**config.mk**
```make
export PLATFORM = sky130hd
export DESIGN_NAME = adcs_seq
export DESIGN_NICKNAME = d
export VERILOG_FILES = /design/src/hdl/adcs_idle_timer.v /design/src/hdl/adcs_result_fmt.v /design/src/hdl/adcs_seq.v
export VERILOG_INCLUDE_DIRS = /design/src /design/src/hdl
export SDC_FILE = /design/constraint.sdc
export NUM_CORES = 1
export LEC_CHECK = 0
export BUFFER_PORTS_ARGS = -buffer_cell sky130_fd_sc_hd__buf_2
export CAP_MARGIN = 10
export CORE_ASPECT_RATIO = 1.5
export CORE_MARGIN = 5
export CORE_UTILIZATION = 49
export DETAILED_ROUTE_END_ITERATION = 8
export PLACE_DENSITY = 0.75
export SLEW_MARGIN = 0
export SYNTH_ARGS = -nofsm -noshare
export SYNTH_HDL_FRONTEND = slang
export SYNTH_SLANG_ARGS = --single-unit
export TNS_END_PERCENT = 100
```
**constraint.sdc**
```tcl
create_clock -name aclk -period 2.2 [get_ports aclk]
set_input_delay 0.11 -clock aclk [delete_from_list [all_inputs] [get_ports aclk]]
set_output_delay 0.11 -clock aclk [all_outputs]
set_load 0.03 [all_outputs]
```
**src/hdl/adcs_defs.vh**
```
// constants for the adc conversion sequencer
`ifndef ADCS_DEFS_VH
`define ADCS_DEFS_VH
// ====================================================
// register byte addresses
`define ADCS_CTL0_ADDR   8'h00
`define ADCS_CTL1_ADDR   8'h04
`define ADCS_DATAH_ADDR  8'h08
`define ADCS_DATAL_ADDR  8'h0C
`define ADCS_STAT_ADDR   8'h10
`define ADCS_ADDR_W      8
// ====================================================
// control 0 fields
`define ADCS_GO_BIT      7
`define ADCS_REFLO_BIT   6
`define ADCS_DRVOUT_BIT  5
`define ADCS_REP_BIT     4
`define ADCS_CHAN_MSB    3
`define ADCS_CTL0_RST    8'h00
// control 1 fields
`define ADCS_REFHI_BIT   7
`define ADCS_ENA_BIT     3
`define ADCS_MODE_MSB    2
`define ADCS_CTL1_RST    8'h88
// channel code that shorts the differential pair
`define ADCS_CAL_CHAN    4'hF
// ====================================================
// timing counts in system clock cycles
`define ADCS_IDLE_CYC    160
`define ADCS_PWRUP_CYC   40
`define ADCS_CONV_CYC    5129
`define ADCS_REP_CYC     256
`define ADCS_CNT_W       13
`define ADCS_RESP_OKAY   2'b00
`define ADCS_RESP_SLVERR 2'b10
`endif

```
**src/hdl/adcs_idle_timer.v**
```verilog
// idle counter that powers down the analog core
`timescale 1ns/1ps
`include "adcs_defs.vh"
module adcs_idle_timer #(
   parameter IDLE_CYC = `ADCS_IDLE_CYC
) (
   input  wire aclk,     // system clock
   input  wire aresetn,  // sync reset, active low
   input  wire busy,     // conversion running or requested
   input  wire start,    // power-up has just finished
   output reg  powered   // analog core is powered
);
   // last idle count before the core drops; 8 bits hold it
   localparam [31:0] IDLE_LAST = IDLE_CYC - 1;
   reg [7:0] idle_cnt;
   // ====================================================
   // count idle cycles; any start restarts the count
   always @(posedge aclk) begin
      if (!aresetn) begin
         idle_cnt <= 8'h00;
         powered  <= 1'b0;
      end else if (busy || start) begin
         idle_cnt <= 8'h00;
         if (start)
            powered <= 1'b1;
      end else if (powered) begin
         if (idle_cnt == IDLE_LAST[7:0]) begin
            powered  <= 1'b0;
            idle_cnt <= 8'h00;
         end else begin
            idle_cnt <= idle_cnt + 8'h01;
         end
      end
   end
endmodule

```
**src/hdl/adcs_result_fmt.v**
```verilog
// formats the raw sample into two result bytes
`timescale 1ns/1ps
module adcs_result_fmt (
   input  wire [12:0] sample,     // raw two's complement result
   input  wire        over,       // modulator over range
   output wire [7:0]  upper_byte, // result bits 12..5
   output wire [7:0]  lower_byte  // result 4..0, flag at bit 0
);
   // ====================================================
   // pack result; flag sits in bit 0 of the lower byte
   assign upper_byte = sample[12:5];
   assign lower_byte = {sample[4:0], 2'b00, over};
endmodule

```
**src/hdl/adcs_seq.v**
```verilog
// top of the adc conversion sequencer with axi4-lite slave
//
// Design decisions made here: the AXI4-Lite slave port and the address map.
`timescale 1ns/1ps
`include "adcs_defs.vh"
module adcs_seq #(
   parameter CONV_CYC  = `ADCS_CONV_CYC,
   parameter PWRUP_CYC = `ADCS_PWRUP_CYC,
   parameter REP_CYC   = `ADCS_REP_CYC
) (
   input  wire        aclk,          // system clock 250 MHz
   input  wire        aresetn,       // sync reset, active low
   input  wire [7:0]  s_axi_awaddr,  // write address
   input  wire        s_axi_awvalid, // write address valid
   output reg         s_axi_awready, // write address ready
   input  wire [31:0] s_axi_wdata,   // write data
   input  wire [3:0]  s_axi_wstrb,   // write strobes
   input  wire        s_axi_wvalid,  // write data valid
   output reg         s_axi_wready,  // write data ready
   output reg  [1:0]  s_axi_bresp,   // write response
   output reg         s_axi_bvalid,  // write response valid
   input  wire        s_axi_bready,  // write response ready
   input  wire [7:0]  s_axi_araddr,  // read address
   input  wire        s_axi_arvalid, // read address valid
   output reg         s_axi_arready, // read address ready
   output reg  [31:0] s_axi_rdata,   // read data
   output reg  [1:0]  s_axi_rresp,   // read response
   output reg         s_axi_rvalid,  // read data valid
   input  wire        s_axi_rready,  // read data ready
   input  wire [12:0] mod_sample,    // modulator filter output
   input  wire        mod_over,      // modulator beyond reference
   output reg         conv_done_irq, // completion request pulse
   output reg         core_powered,  // analog core powered
   output reg         input_short,   // short differential pair
   output reg  [3:0]  input_channel_select, // analog mux select
   output reg  [2:0]  input_mode_select,    // buffer/diff mode
   output reg  [1:0]  ref_level,     // {upper, lower} ref bits
   output reg         ref_drive_out  // drive reference to pin
);
   localparam ST_IDLE  = 2'd0;
   localparam ST_PWRUP = 2'd1;
   localparam ST_CONV  = 2'd2;
   localparam ST_REP   = 2'd3;
   localparam [31:0] CONV_END   = CONV_CYC - 1;
   localparam [31:0] PWRUP_END  = PWRUP_CYC - 1;
   localparam [31:0] REP_END    = REP_CYC - 1;
   // the counter compares on 13 bits; every count fits
   localparam [12:0] CONV_LAST  = CONV_END[12:0];
   localparam [12:0] PWRUP_LAST = PWRUP_END[12:0];
   localparam [12:0] REP_LAST   = REP_END[12:0];

   reg  [7:0]  ctl0;
   reg  [7:0]  ctl1;
   reg  [7:0]  result_upper_byte;
   reg  [7:0]  result_lower_byte;
   reg  [1:0]  state;
   reg  [12:0] cnt;
   reg         have_aw;
   reg         have_w;
   reg  [7:0]  aw_addr;
   reg  [31:0] w_data;
   reg  [3:0]  w_strb;
   reg  [12:0] smp_s1;
   reg  [12:0] smp_s2;
   reg         ovr_s1;
   reg         ovr_s2;
   reg  [13:0] word_s3;
   reg  [13:0] word_hold;
   wire        idle_powered;
   wire [7:0]  fmt_upper;
   wire [7:0]  fmt_lower;
   wire        wr_fire;
   wire        go_write;
   wire        conv_enabled;
   wire        busy;
   wire        pwrup_done;

   // ====================================================
   // pin inputs from the analog side pass two flops
   always @(posedge aclk) begin
      if (!aresetn) begin
         smp_s1 <= 13'h0000;
         smp_s2 <= 13'h0000;
         ovr_s1 <= 1'b0;
         ovr_s2 <= 1'b0;
      end else begin
         smp_s1 <= mod_sample;
         smp_s2 <= smp_s1;
         ovr_s1 <= mod_over;
         ovr_s2 <= ovr_s1;
      end
   end

   // ====================================================
   // a word caught mid-change differs between stages and is
   // skipped, so the result never mixes two samples
   always @(posedge aclk) begin
      if (!aresetn) begin
         word_s3   <= 14'h0000;
         word_hold <= 14'h0000;
      end else begin
         word_s3 <= {ovr_s2, smp_s2};
         if (word_s3 == {ovr_s2, smp_s2})
            word_hold <= word_s3;
      end
   end

   adcs_result_fmt u_fmt (
      .sample     (word_hold[12:0]),
      .over       (word_hold[13]),
      .upper_byte (fmt_upper),
      .lower_byte (fmt_lower)
   );

   // ====================================================
   // axi4-lite write: address and data in either order
   assign wr_fire  = have_aw && have_w && !s_axi_bvalid;
   assign go_write = wr_fire && (aw_addr == `ADCS_CTL0_ADDR) &&
                     w_strb[0] && w_data[`ADCS_GO_BIT];
   assign conv_enabled = ctl1[`ADCS_ENA_BIT];
   assign busy = (state != ST_IDLE);
   assign pwrup_done = (state == ST_PWRUP) && (cnt == PWRUP_LAST);

   always @(posedge aclk) begin
      if (!aresetn) begin
         have_aw       <= 1'b0;
         have_w        <= 1'b0;
         aw_addr       <= 8'h00;
         w_data        <= 32'h0000_0000;
         w_strb        <= 4'h0;
         s_axi_awready <= 1'b0;
         s_axi_wready  <= 1'b0;
         s_axi_bvalid  <= 1'b0;
         s_axi_bresp   <= `ADCS_RESP_OKAY;
      end else begin
         s_axi_awready <= !have_aw && !s_axi_awready;
         s_axi_wready  <= !have_w && !s_axi_wready;
         if (s_axi_awvalid && s_axi_awready) begin
            have_aw <= 1'b1;
            aw_addr <= s_axi_awaddr;
            s_axi_awready <= 1'b0;
         end
         if (s_axi_wvalid && s_axi_wready) begin
            have_w <= 1'b1;
            w_data <= s_axi_wdata;
            w_strb <= s_axi_wstrb;
            s_axi_wready <= 1'b0;
         end
         if (wr_fire) begin
            have_aw      <= 1'b0;
            have_w       <= 1'b0;
            s_axi_bvalid <= 1'b1;
            // only the two control registers take writes
            if (aw_addr == `ADCS_CTL0_ADDR ||
                aw_addr == `ADCS_CTL1_ADDR)
               s_axi_bresp <= `ADCS_RESP_OKAY;
            else
               s_axi_bresp <= `ADCS_RESP_SLVERR;
         end else if (s_axi_bvalid && s_axi_bready) begin
            s_axi_bvalid <= 1'b0;
         end
      end
   end

   // ====================================================
   // control registers; hardware clear of go loses to a set
   always @(posedge aclk) begin
      if (!aresetn) begin
         ctl0 <= `ADCS_CTL0_RST;
         ctl1 <= `ADCS_CTL1_RST;
      end else begin
         if (state == ST_CONV && cnt == CONV_LAST)
            ctl0[`ADCS_GO_BIT] <= 1'b0;
         // an abort by disable ends the conversion too
         if (!conv_enabled && busy)
            ctl0[`ADCS_GO_BIT] <= 1'b0;
         if (wr_fire && w_strb[0]) begin
            if (aw_addr == `ADCS_CTL0_ADDR) begin
               // all fields in one write; go only sets
               ctl0[6:0] <= w_data[6:0];
               if (w_data[`ADCS_GO_BIT])
                  ctl0[`ADCS_GO_BIT] <= 1'b1;
            end else if (aw_addr == `ADCS_CTL1_ADDR) begin
               ctl1 <= w_data[7:0];
            end
         end
      end
   end

   // ====================================================
   // idle power-down count, restarted on every start; a go
   // write counts as busy so a start never races the drop
   adcs_idle_timer #(
      .IDLE_CYC (`ADCS_IDLE_CYC)
   ) u_idle (
      .aclk    (aclk),
      .aresetn (aresetn),
      .busy    (busy || go_write),
      .start   (pwrup_done),
      .powered (idle_powered)
   );

   // ====================================================
   // sequencer: power-up, first conversion, repeats
   always @(posedge aclk) begin
      if (!aresetn) begin
         state             <= ST_IDLE;
         cnt               <= 13'h0000;
         conv_done_irq     <= 1'b0;
         result_upper_byte <= 8'h00;
         result_lower_byte <= 8'h00;
      end else begin
         conv_done_irq <= 1'b0;
         if (go_write && conv_enabled) begin
            // a new go restarts any running conversion
            cnt <= 13'h0000;
            if (idle_powered)
               state <= ST_CONV;
            else
               state <= ST_PWRUP;
         end else if (!conv_enabled) begin
            state <= ST_IDLE;
            cnt   <= 13'h0000;
         end else begin
            case (state)
               ST_PWRUP: begin
                  if (cnt == PWRUP_LAST) begin
                     state <= ST_CONV;
                     cnt   <= 13'h0000;
                  end else begin
                     cnt <= cnt + 13'h0001;
                  end
               end
               ST_CONV, ST_REP: begin
                  if (state == ST_REP && !ctl0[`ADCS_REP_BIT]) begin
                     // repeat cleared: stop, no further result
                     state <= ST_IDLE;
                     cnt   <= 13'h0000;
                  end else if ((state == ST_CONV && cnt == CONV_LAST) ||
                      (state == ST_REP && cnt == REP_LAST)) begin
                     // data change only at completion
                     result_upper_byte <= fmt_upper;
                     result_lower_byte <= fmt_lower;
                     conv_done_irq     <= 1'b1;
                     cnt <= 13'h0000;
                     if (ctl0[`ADCS_REP_BIT])
                        state <= ST_REP;
                     else
                        state <= ST_IDLE;
                  end else begin
                     cnt <= cnt + 13'h0001;
                  end
               end
               default: begin
                  cnt <= 13'h0000;
               end
            endcase
         end
      end
   end

   // ====================================================
   // registered analog controls
   always @(posedge aclk) begin
      if (!aresetn) begin
         core_powered         <= 1'b0;
         input_short          <= 1'b0;
         input_channel_select <= 4'h0;
         input_mode_select    <= 3'h0;
         ref_level            <= 2'b10;
         ref_drive_out        <= 1'b0;
      end else begin
         core_powered <= idle_powered || busy;
         input_short  <= (ctl0[`ADCS_CHAN_MSB:0] ==
                          `ADCS_CAL_CHAN);
         input_channel_select <= ctl0[`ADCS_CHAN_MSB:0];
         input_mode_select    <= ctl1[`ADCS_MODE_MSB:0];
         // 11 is reserved; pass as written
         ref_level <= {ctl1[`ADCS_REFHI_BIT],
                       ctl0[`ADCS_REFLO_BIT]};
         // software must enable the internal
         ref_drive_out <= ctl0[`ADCS_DRVOUT_BIT];
      end
   end

   // ====================================================
   // axi4-lite read, one cycle answer after the address
   always @(posedge aclk) begin
      if (!aresetn) begin
         s_axi_arready <= 1'b0;
         s_axi_rvalid  <= 1'b0;
         s_axi_rdata   <= 32'h0000_0000;
         s_axi_rresp   <= `ADCS_RESP_OKAY;
      end else begin
         s_axi_arready <= !s_axi_rvalid && !s_axi_arready &&
                          s_axi_arvalid;
         if (s_axi_arvalid && s_axi_arready) begin
            s_axi_rvalid <= 1'b1;
            s_axi_rresp  <= `ADCS_RESP_OKAY;
            if (s_axi_araddr == `ADCS_CTL0_ADDR)
               s_axi_rdata <= {24'h00_0000, ctl0};
            else if (s_axi_araddr == `ADCS_CTL1_ADDR)
               s_axi_rdata <= {24'h00_0000, ctl1};
            else if (s_axi_araddr == `ADCS_DATAH_ADDR)
               s_axi_rdata <= {24'h00_0000, result_upper_byte};
            else if (s_axi_araddr == `ADCS_DATAL_ADDR)
               s_axi_rdata <= {24'h00_0000, result_lower_byte};
            else if (s_axi_araddr == `ADCS_STAT_ADDR)
               s_axi_rdata <= {28'h000_0000, idle_powered,
                               1'b0, state};
            else begin
               s_axi_rdata <= 32'h0000_0000;
               s_axi_rresp <= `ADCS_RESP_SLVERR;
            end
         end else if (s_axi_rvalid && s_axi_rready) begin
            s_axi_rvalid <= 1'b0;
         end
      end
   end
endmodule

```
# ---- Word-level counts from Yosys, hierarchy flattened
# Index checks and enable logic that the tools add are counted.
dict set report word_totals {
  elab_cells 150
  memories 0
  latch_bits 0
  ram_bits 0
  out_inout_bits 54
  ff_bits 183
  rom_bits 0
  in_bits 73
}
dict set report op_classes {
  order_cmp 0
  n_eq_ne 18
  reduce_logical 51
  shift 0
  n_bitwise 6
  div_mod_pow 0
  n_addsub 2
  muxes 38
  mul 0
}
# op count
set op_table {}
lappend op_table {{$mux 8} 7}
lappend op_table {{$mux 13} 3}
lappend op_table {{$mux 2} 13}
lappend op_table {{$pmux 13 s2} 1}
lappend op_table {{$logic_and 1x1->1} 21}
lappend op_table {{$eq 8x3->1 const B} 2}
lappend op_table {{$eq 8x4->1 const B} 2}
lappend op_table {{$logic_not 8->1} 2}
lappend op_table {{$eq 14x14->1} 1}
lappend op_table {{$add 13x1->13 const B} 1}
lappend op_table {{$eq 13x13->1 const B} 1}
lappend op_table {{$eq 13x6->1 const B} 1}
lappend op_table {{$eq 13x8->1 const B} 1}
lappend op_table {{$mux 1} 12}
lappend op_table {{$reduce_or 2->1} 5}
lappend op_table {{$logic_not 1->1} 9}
lappend op_table {{$add 8x1->8 const B} 1}
lappend op_table {{$eq 8x5->1 const B} 1}
lappend op_table {{$eq 8x8->1 const B} 1}
lappend op_table {{$not 1->1} 6}
lappend op_table {{$reduce_and 3->1} 2}
lappend op_table {{$reduce_bool 2->1} 3}
lappend op_table {{$logic_or 1x1->1} 5}
lappend op_table {{$ne 5x5->1 const B} 1}
lappend op_table {{12 further kinds} 13}

# ---- Longest topological paths before layout
# Gate-level depths: netlist of run 1.
dict set report logic_depth {
  ltp_word 8
  ltp_mapped 8
  mapped_depth_nobuf 7
}

# ---- Modules after synthesis
# A second synthesis of run 1 with hierarchy kept.
dict set report hier_totals {
  hier_cells 647
  hier_area_um2 6348.6
}
# module seq_area_each_um2 instances cells_each area_each_um2
set modules_own_cells {}
lappend modules_own_cells {adcs_seq 3002.9 1 582 5799.3}
lappend modules_own_cells {adcs_idle_timer 180.2 1 48 425.4}
lappend modules_own_cells {adcs_result_fmt 0.0 1 17 123.9}

# ---- Worst setup path after synthesis of run 1
# Ideal clock, no wire load.
dict set report synth_timing {
  path_kind {reg2reg}
  startpoint {register aw_addr[3]}
  endpoint {register result_lower_byte[7]}
  path_buffers 2
  stages_incl_launch_ff 8
  arrival_time_ns 1.947
  path_slack_ns 0.121
  cell_sequence {dfxtp_1 > or4_4 > or4_4 > buf_6 > and2_4 > buf_6 > nand3_1 > a21oi_1}
}
dict set report synth_via {
  elab_chain_len 7
}
# element line
set synth_lines {}
lappend synth_lines {{from (decl)} adcs_seq.v:60} ;# reg [7:0] aw_addr;
lappend synth_lines {{from (signal assigned)} adcs_seq.v:140} ;# aw_addr <= s_axi_awaddr;
lappend synth_lines {{$logic_not 8->1 (no line)} --}
lappend synth_lines {{$logic_and 1x1->1 (3 in a row)} adcs_seq.v:118} ;# assign go_write = wr_fire && (aw_addr == `ADCS_CTL0_ADDR) &&
lappend synth_lines {{$logic_and 1x1->1} adcs_seq.v:214} ;# if (go_write && conv_enabled) begin
lappend synth_lines {{$not 1->1 (no line)} --}
lappend synth_lines {{$reduce_and 5->1 (no line)} --}
lappend synth_lines {{to (signal assigned)} adcs_seq.v:243} ;# result_lower_byte <= fmt_lower;
lappend synth_lines {{to (decl)} adcs_seq.v:55} ;# reg [7:0] result_lower_byte;
# No other way between the ends.
# A chain may end at the register's enable or synchronous reset.

# ---- Final worst setup path of run 1
dict set report layout_timing {
  startpoint {register state[1]}
  endpoint {register state[1]}
}
dict set report layout_via {
  elab_chain_len 6
  elab_cells_between_ends 16
  classes_between {eq/ne: 6; mux: 4; reduce/logical: 6}
}
# element line
set layout_lines {}
lappend layout_lines {{from (decl)} adcs_seq.v:56} ;# reg [1:0] state;
lappend layout_lines {{from (signal assigned)} adcs_seq.v:207} ;# state <= ST_IDLE;
lappend layout_lines {{from (signal assigned)} adcs_seq.v:218} ;# state <= ST_CONV;
lappend layout_lines {{from (signal assigned)} adcs_seq.v:220} ;# state <= ST_PWRUP;
lappend layout_lines {{$eq 2x2->1} {adcs_seq.v:225, adcs_seq.v:235, adcs_seq.v:240}}
lappend layout_lines {{$logic_and 1x1->1} adcs_seq.v:235} ;# if (state == ST_REP && !ctl0[`ADCS_REP_BIT]) begin
lappend layout_lines {{$mux 2} adcs_seq.v:235}
lappend layout_lines {{$pmux 2 s2} adcs_seq.v:225} ;# case (state)
lappend layout_lines {{$mux 2} adcs_seq.v:221} ;# end else if (!conv_enabled) begin
lappend layout_lines {{$mux 2} adcs_seq.v:214}
# Parallel ways exist; a longest one is shown, timed or not.

==> flow_summary.yaml, run 1 <==
setup_path:
  cp.required_ps: 2540
  critPathMaxFanout: 9
  r2r_cells: 6
  startpoint_type: "flip-flop"
  end_kind: "flip-flop"
  critPathArrivalTime_ps: 2340
  critPathKind: "reg2reg"
cells_and_area:
  regArea_mm2: 0.00314
  antennaDiodeCount: 0
  area_growth_syn_to_layout_pct: 23.3
  multi_input_area_mm2: 0.00273
  drive_above_1_share_pct: 17.0
  fillers: 1016
  nets: 838
  fin_area_mm2: 0.00757
timing:
  finClkSkew_ps: 6.55
  slew_viol_final: 0
  setup_tns_ps: 0
  timing.slew.headroom_pct: 64.0
  final.min_clock_period_ps: 2000
  hold_viol_final: 0
  tightestPinTransition_ps: 540
  setup_viol: 0
  rsz0062_at_grt: "no"
  clock.fmax_ghz: 0.499
  hold_ws_ps: 47.0
  finalCritPeriodShare_pct: 91.1
synth:
  synth.distinct_cells: 47
  synth-compound-area-share_pct: 8.26
  muxShareOfSynthArea_pct: 7.01
  synth.avg_cell_area_um2: 9.36
  synth.ff_latch_count: 157
  synthAdderAreaFrac_pct: 0.611
  synth-seq-area-share_pct: 51.2
  syn_inst: 656
  synth_top_family_by_area: "simple AND/OR/NAND/NOR gates"
  synth-simple-area-share_pct: 22.3
  synth_xor_xnor_area_share_pct: 4.42
  yosys_warnings: 0
  netlist_area_mm2: 0.00614
clocking:
  cts_max_path_buffers: 2
  cts_buffers: 17
  cts_root_buf: "clkbuf_16"
  cts_sinks: 157
  htreeDepth: 4
  cts_tree: "done"
  worstSkewPairLatency_ps: 420
  path_clk_slew_ps: 60
power:
  leakage_uw: 0.00303
  ir_drop_mv: 0.535
  power.density_mw_per_mm2: 835
grt:
  grt_pass1_vias: 4767
  track_usage_pct: 18.5
  gr-total-overflow: 0
  antenna_found_initial: 0
  grt_pass1_wl_um: 21900
  grt_max_degree: 59
place:
  hpwl_um: 9400
  gp_congestion: 0.927
  place_area_mm2: 0.00661
  port_buffers: 73
detailed_routing:
  antenna_left: 0
  routedWlPerCell_um: 14.6
  via_per_inst: 5.14
  vias: 4789
  dr.first_iter.drc_count: 262
  firstDrtPassIters: 5
  drcViolationCount: 0
  postRouteWirelength_um: 13600
floorplan:
  rows: 50
  fp.dieW_um: 101
  io_pins: 127
  core_area_mm2: 0.0124
  die_area_mm2: 0.0149
  die_h_um: 147
  start_util_pct: 49.6
hold_path:
  worstHoldPathCells: 3
  holdCritPathClass: "in2reg"
job:
  cap_violations: 0
run_status:
  status: "completed"
[layer usage]
layer | vias to the layer above | part of all wire [%] | track usage (%)
met2 | 137 | 55 | 34.0
met1 | 2226 | 36 | 18.6
met3 | 37 | 4.5 | 4.23
met4 | 0 | 4.1 | 10.1
met5 | - | 0 | 0
li1 | 2389 | - | -
[synthesized netlist by cell type, drive strengths merged]
| cell type | count | area (µm²) |
|---|---|---|
| nand2 | 53 | 199 |
| a22oi | 2 | 15.0 |
| and4 | 3 | 26.3 |
| nand4 | 8 | 50.1 |
| inv | 10 | 37.5 |
| mux2i | 34 | 340 |
| or4bb | 2 | 22.5 |
| nand3 | 30 | 150 |
| a31oi | 3 | 18.8 |
| nor2 | 77 | 289 |
| or4 | 3 | 30.0 |
| a211oi | 3 | 22.5 |
| ha | 3 | 37.5 |
| nand4b | 3 | 26.3 |
| xnor2 | 23 | 201 |
| o211ai | 3 | 27.5 |
| o21bai | 1 | 7.51 |
| and2 | 53 | 334 |
| o22a | 2 | 17.5 |
| nand3b | 2 | 15.0 |
| nor4 | 5 | 52.6 |
| or3 | 4 | 25.0 |
| a21oi | 48 | 240 |
| xor2 | 8 | 70.1 |
| o21ai | 23 | 115 |
| or2 | 1 | 6.26 |
| conb | 1 | 3.75 |
| mux4 | 4 | 90.1 |
| nor3b | 4 | 30.0 |
| and3 | 4 | 26.3 |
| clkbuf | 27 | 105 |
| o221ai | 2 | 17.5 |
| nor3 | 12 | 60.1 |
| o211a | 1 | 10.0 |
| dfxtp | 157 | 3140 |
| a21o | 2 | 15.0 |
| buf | 31 | 235 |
| nand2b | 4 | 25.0 |
[path summary, 6_finish.rpt]
kind,end,startpoint,slack (ps)
hold / removal,aw_addr[1]$_SDFFE_PN0P_,s_axi_awvalid,50
hold reg to reg,smp_s2[11]$_SDFF_PN0_,smp_s1[11]$_SDFF_PN0_,430
setup / recovery,state[1]$_SDFFE_PN0P_,state[1]$_SDFFE_PN0P_,200
setup reg to reg,state[1]$_SDFFE_PN0P_,state[1]$_SDFFE_PN0P_,200
[logic make-up (layout without fill, tap and decap cells)]
| family | after synthesis | in the layout |
|---|---|---|
| simple gates | 268 | 268 |
| compound gates | 90 | 90 |
| buf+inv | 68 | 162 |
| fa+ha+maj | 3 | 3 |
| mux | 38 | 38 |
| flops | 157 | 157 |
| xor+xnor | 31 | 31 |
| other cells | 1 | 26 |
[layout make-up]
| type | instances | share of cell area (%) |
|---|---|---|
| multi-input cells | 456 | 36.1 |
| clock inverters | 14 | 2.40 |
| repair buffers | 120 | 11.3 |
| well taps | 156 | 2.58 |
| flip-flops and latches | 157 | 41.5 |
| inverters | 10 | 0.496 |
| clock buffers | 18 | 5.67 |
[critical path, cell delays in order (launching register included)]
cell,delay [ps]
dfxtp_1,490
or4bb_1,440
nor4_1,180
buf_4,180
a211oi_1,60
o211ai_1,330
mux2i_1,250
[state kept, by name, summed over array words and instances (netlist names), 3 cells and up]
| name | count |
|---|---|
| smp_s1 | 13 |
| w_data | 8 |
| input_channel_select | 4 |
| s_axi_rdata | 8 |
| result_lower_byte | 6 |
| u_idle.idle_cnt | 8 |
| ctl1 | 8 |
| smp_s2 | 13 |
| word_hold | 14 |
| word_s3 | 14 |
| cnt | 13 |
| aw_addr | 8 |
| result_upper_byte | 8 |
| ctl0 | 8 |
| input_mode_select | 3 |
[where the power goes]
group / internal (µW) / switching [µW] / total, µW
sequential: 2900 / 43.6 / 2940
clock: 1810 / 1180 / 2990
combinational: 155 / 225 / 380
[per-stage QoR]
step	instances	total power (µW)	util (%)	setup slack, ps
floorplan	681	3270	-	121
global placement	865	3320	53.4	148
detailed placement	865	3330	53.4	81.1
CTS	931	6360	61.0	11.2
global route	931	6520	61.1	23.8
finish	931	6320	61.1	196
[placed cells by master, fill, tap and decap left out, types with 8 or more instances in the layout]
cell type        n
clkbuf_16       17
nor3_1          12
a21oi_1         47
and2_1          52
dfxtp_1        157
inv_1            9
dlygate4sd3_1   34
nor2_1          77
conb_1          26
o21ai_0         23
xor2_1           8
mux2i_1         34
nand4_1          8
nand2_1         53
nand3_1         30
buf_2           73
xnor2_1         23
buf_4            9
[what timing repair did]
action | in CTS | in global routing
buffers inserted | 0 | 0
setup endpoints to repair | 0 | 14
gates resized for setup | 0 | 2
endpoints found under the hold margin | 34 | 0
hold buffers | 34 | 0
Power figures use the tool's default switching activity.
==> run 2: changes to the inputs <==
--- a/config.mk
+++ b/config.mk
@@ -8,7 +8,7 @@
 export LEC_CHECK = 0
 export BUFFER_PORTS_ARGS = -buffer_cell sky130_fd_sc_hd__buf_2
 export CAP_MARGIN = 10
-export CORE_ASPECT_RATIO = 1.5
+export CORE_ASPECT_RATIO = 0.8
 export CORE_MARGIN = 5
 export CORE_UTILIZATION = 49
 export DETAILED_ROUTE_END_ITERATION = 8
==> flow_summary.yaml, run 2 (synthesized netlist as in run 1, its figures left out) <==
run_status:
  status: "completed"
cells_and_area:
  fin_area_mm2: 0.00752
  regArea_mm2: 0.00314
  largest_registers: "word_hold x14, word_s3 x14"
  drive_above_1_share_pct: 17.0
  multi_input_area_mm2: 0.00273
  layout_common_cells: "dfxtp_1, nor2_1, buf_2"
  layout_commonest_cell: "dfxtp_1"
  fillers: 1007
  area_growth_syn_to_layout_pct: 22.5
  nets: 840
  antennaDiodeCount: 0
place:
  port_buffers: 73
  hpwl_um: 9240
  gp_congestion: 0.843
  place_area_mm2: 0.00663
  pre_cts_slack_ps: 91.9
setup_path:
  slowest_delay_ps: 600
  critPathKind: "reg2reg"
  slowest_stage: "or4_4"
  cp.required_ps: 2540
  critPathMaxFanout: 8
  r2r-end: "state[1]$_SDFFE_PN0P_"
  r2r-start: "aw_addr[7]$_SDFFE_PN0P_"
  startpoint_type: "flip-flop"
  r2r_cells: 5
  path_buf_inv: 1
  crit_chain: "or3_1 -> or4_4 -> buf_4 -> o211ai_1 -> mux2i_1"
  cp_top_family: "simple AND/OR/NAND/NOR gates"
  reg2reg_setup_slack_ps: 200
  end_kind: "flip-flop"
  critPathArrivalTime_ps: 2340
grt:
  grt_max_degree: 36
  grt_pass1_vias: 4818
  antenna_found_initial: 0
  gr-total-overflow: 0
  track_usage_pct: 19.1
  grt_pass1_wl_um: 22700
power:
  leakage_uw: 0.00299
  ir_drop_mv: 0.701
  power.density_mw_per_mm2: 798
detailed_routing:
  drcViolationCount: 0
  dr.first_iter.drc_count: 364
  firstDrtPassIters: 5
  wl_met3_um: 769
  antenna_left: 0
  postRouteWirelength_um: 13400
  route.top_layer_used: "met4"
  met2_length_um: 6590
  met1_length_um: 5790
  vias: 4817
  routedWlPerCell_um: 14.1
  via_per_inst: 5.08
timing:
  hold_ws_ps: 48.7
  slew_viol_final: 0
  hold_viol_final: 0
  finalCritPeriodShare_pct: 91.1
  setup_tns_ps: 0
  finClkSkew_ps: 10.4
  setup_ws_ps: 195
  rsz0062_at_grt: "no"
  final.min_clock_period_ps: 2000
  clock.fmax_ghz: 0.499
  setup_viol: 0
hold_path:
  holdCritPathClass: "in2reg"
  holdPathEnd: "aw_addr[0]$_SDFFE_PN0P_"
  worstHoldPathCells: 3
  worstHoldStart: "s_axi_awvalid"
clocking:
  cts_root_buf: "clkbuf_16"
  cts_max_path_buffers: 2
  htreeDepth: 4
  cts_tree: "done"
  cts_buffers: 17
  path_clk_slew_ps: 60
  cts_sinks: 157
  worstSkewPairLatency_ps: 420
floorplan:
  start_util_pct: 50.3
  die_area_mm2: 0.0149
  io_pins: 127
  die_h_um: 110
  rows: 36
  core_area_mm2: 0.0122
  fp.dieW_um: 135
job:
  cap_violations: 0
==> run 2: changes by cell type in the layout (fill, tap and decap cells not counted), sizes merged <==
cell / before / now
bufinv: 3 / 0
clkinvlp: 1 / 4
buf: 86 / 88
clkbuf: 18 / 19
clkinv: 4 / 3
==> run 2: what timing repair did <==
action,CTS,global route
hold endpoints to repair,34,0
buffers inserted,0,0
hold buffers,34,0
setup endpoints to repair,0,4
resized for setup,0,1
==> run 2: area by class of cell <==
| cell class | count | share of cell area, % |
|---|---|---|
| Clock buffer | 19 | 5.76 |
| Clock inverter | 13 | 1.45 |
| Inverter | 10 | 0.499 |
| Multi-Input combinational cell | 456 | 36.3 |
| Sequential cell | 157 | 41.8 |
| Tap cell | 171 | 2.85 |
| Timing Repair Buffer | 122 | 11.4 |
==> run 2: worst register-to-register path, stage by stage (launching register included) <==
cell,delay (ps)
dfxtp_1,310
or3_1,450
or4_4,600
buf_4,180
o211ai_1,150
mux2i_1,230
==> run 2: per-stage QoR <==
| stage | utilization, % | power (µW) | std cells |
|---|---|---|---|
| floorplan | - | 3270 | 681 |
| global placement | 54.3 | 3330 | 882 |
| detailed placement | 54.3 | 3340 | 882 |
| CTS | 61.5 | 6050 | 948 |
| global route | 61.6 | 6210 | 948 |
| finish | 61.6 | 6000 | 948 |
==> run 2: routing by layer <==
layer / vias to the layer above / global-route usage (%)
met1: 2290 / 24.0
met3: 21 / 4.67
met2: 119 / 31.3
li1: 2387 / -
met5: - / 0
met4: 0 / 8.99
==> run 2: worst max path at each step <==
| stage | from | cells past startpoint | to |
|---|---|---|---|
| after floorplan | aw_addr[3]$_SDFFE_PN0P_ | 7 | result_lower_byte[7]$_SDFFE_PN0P_ |
| final | aw_addr[7]$_SDFFE_PN0P_ | 5 | state[1]$_SDFFE_PN0P_ |
| after global placement | aw_addr[3]$_SDFFE_PN0P_ | 5 | state[1]$_SDFFE_PN0P_ |
| after global routing | cnt[9]$_SDFF_PP0_ | 5 | state[1]$_SDFFE_PN0P_ |
| after CTS | aw_addr[3]$_SDFFE_PN0P_ | 5 | state[1]$_SDFFE_PN0P_ |
| after detailed placement | aw_addr[3]$_SDFFE_PN0P_ | 5 | state[1]$_SDFFE_PN0P_ |
==> run 2: report_power, final <==
group	switching (µW)	leakage [µW]	total [µW]	internal [µW]
logic	232	0.00145	385	153
clock network	1200	0.000256	2680	1470
registers	40.2	0.00127	2940	2900
total	1480	0.00299	6000	4520
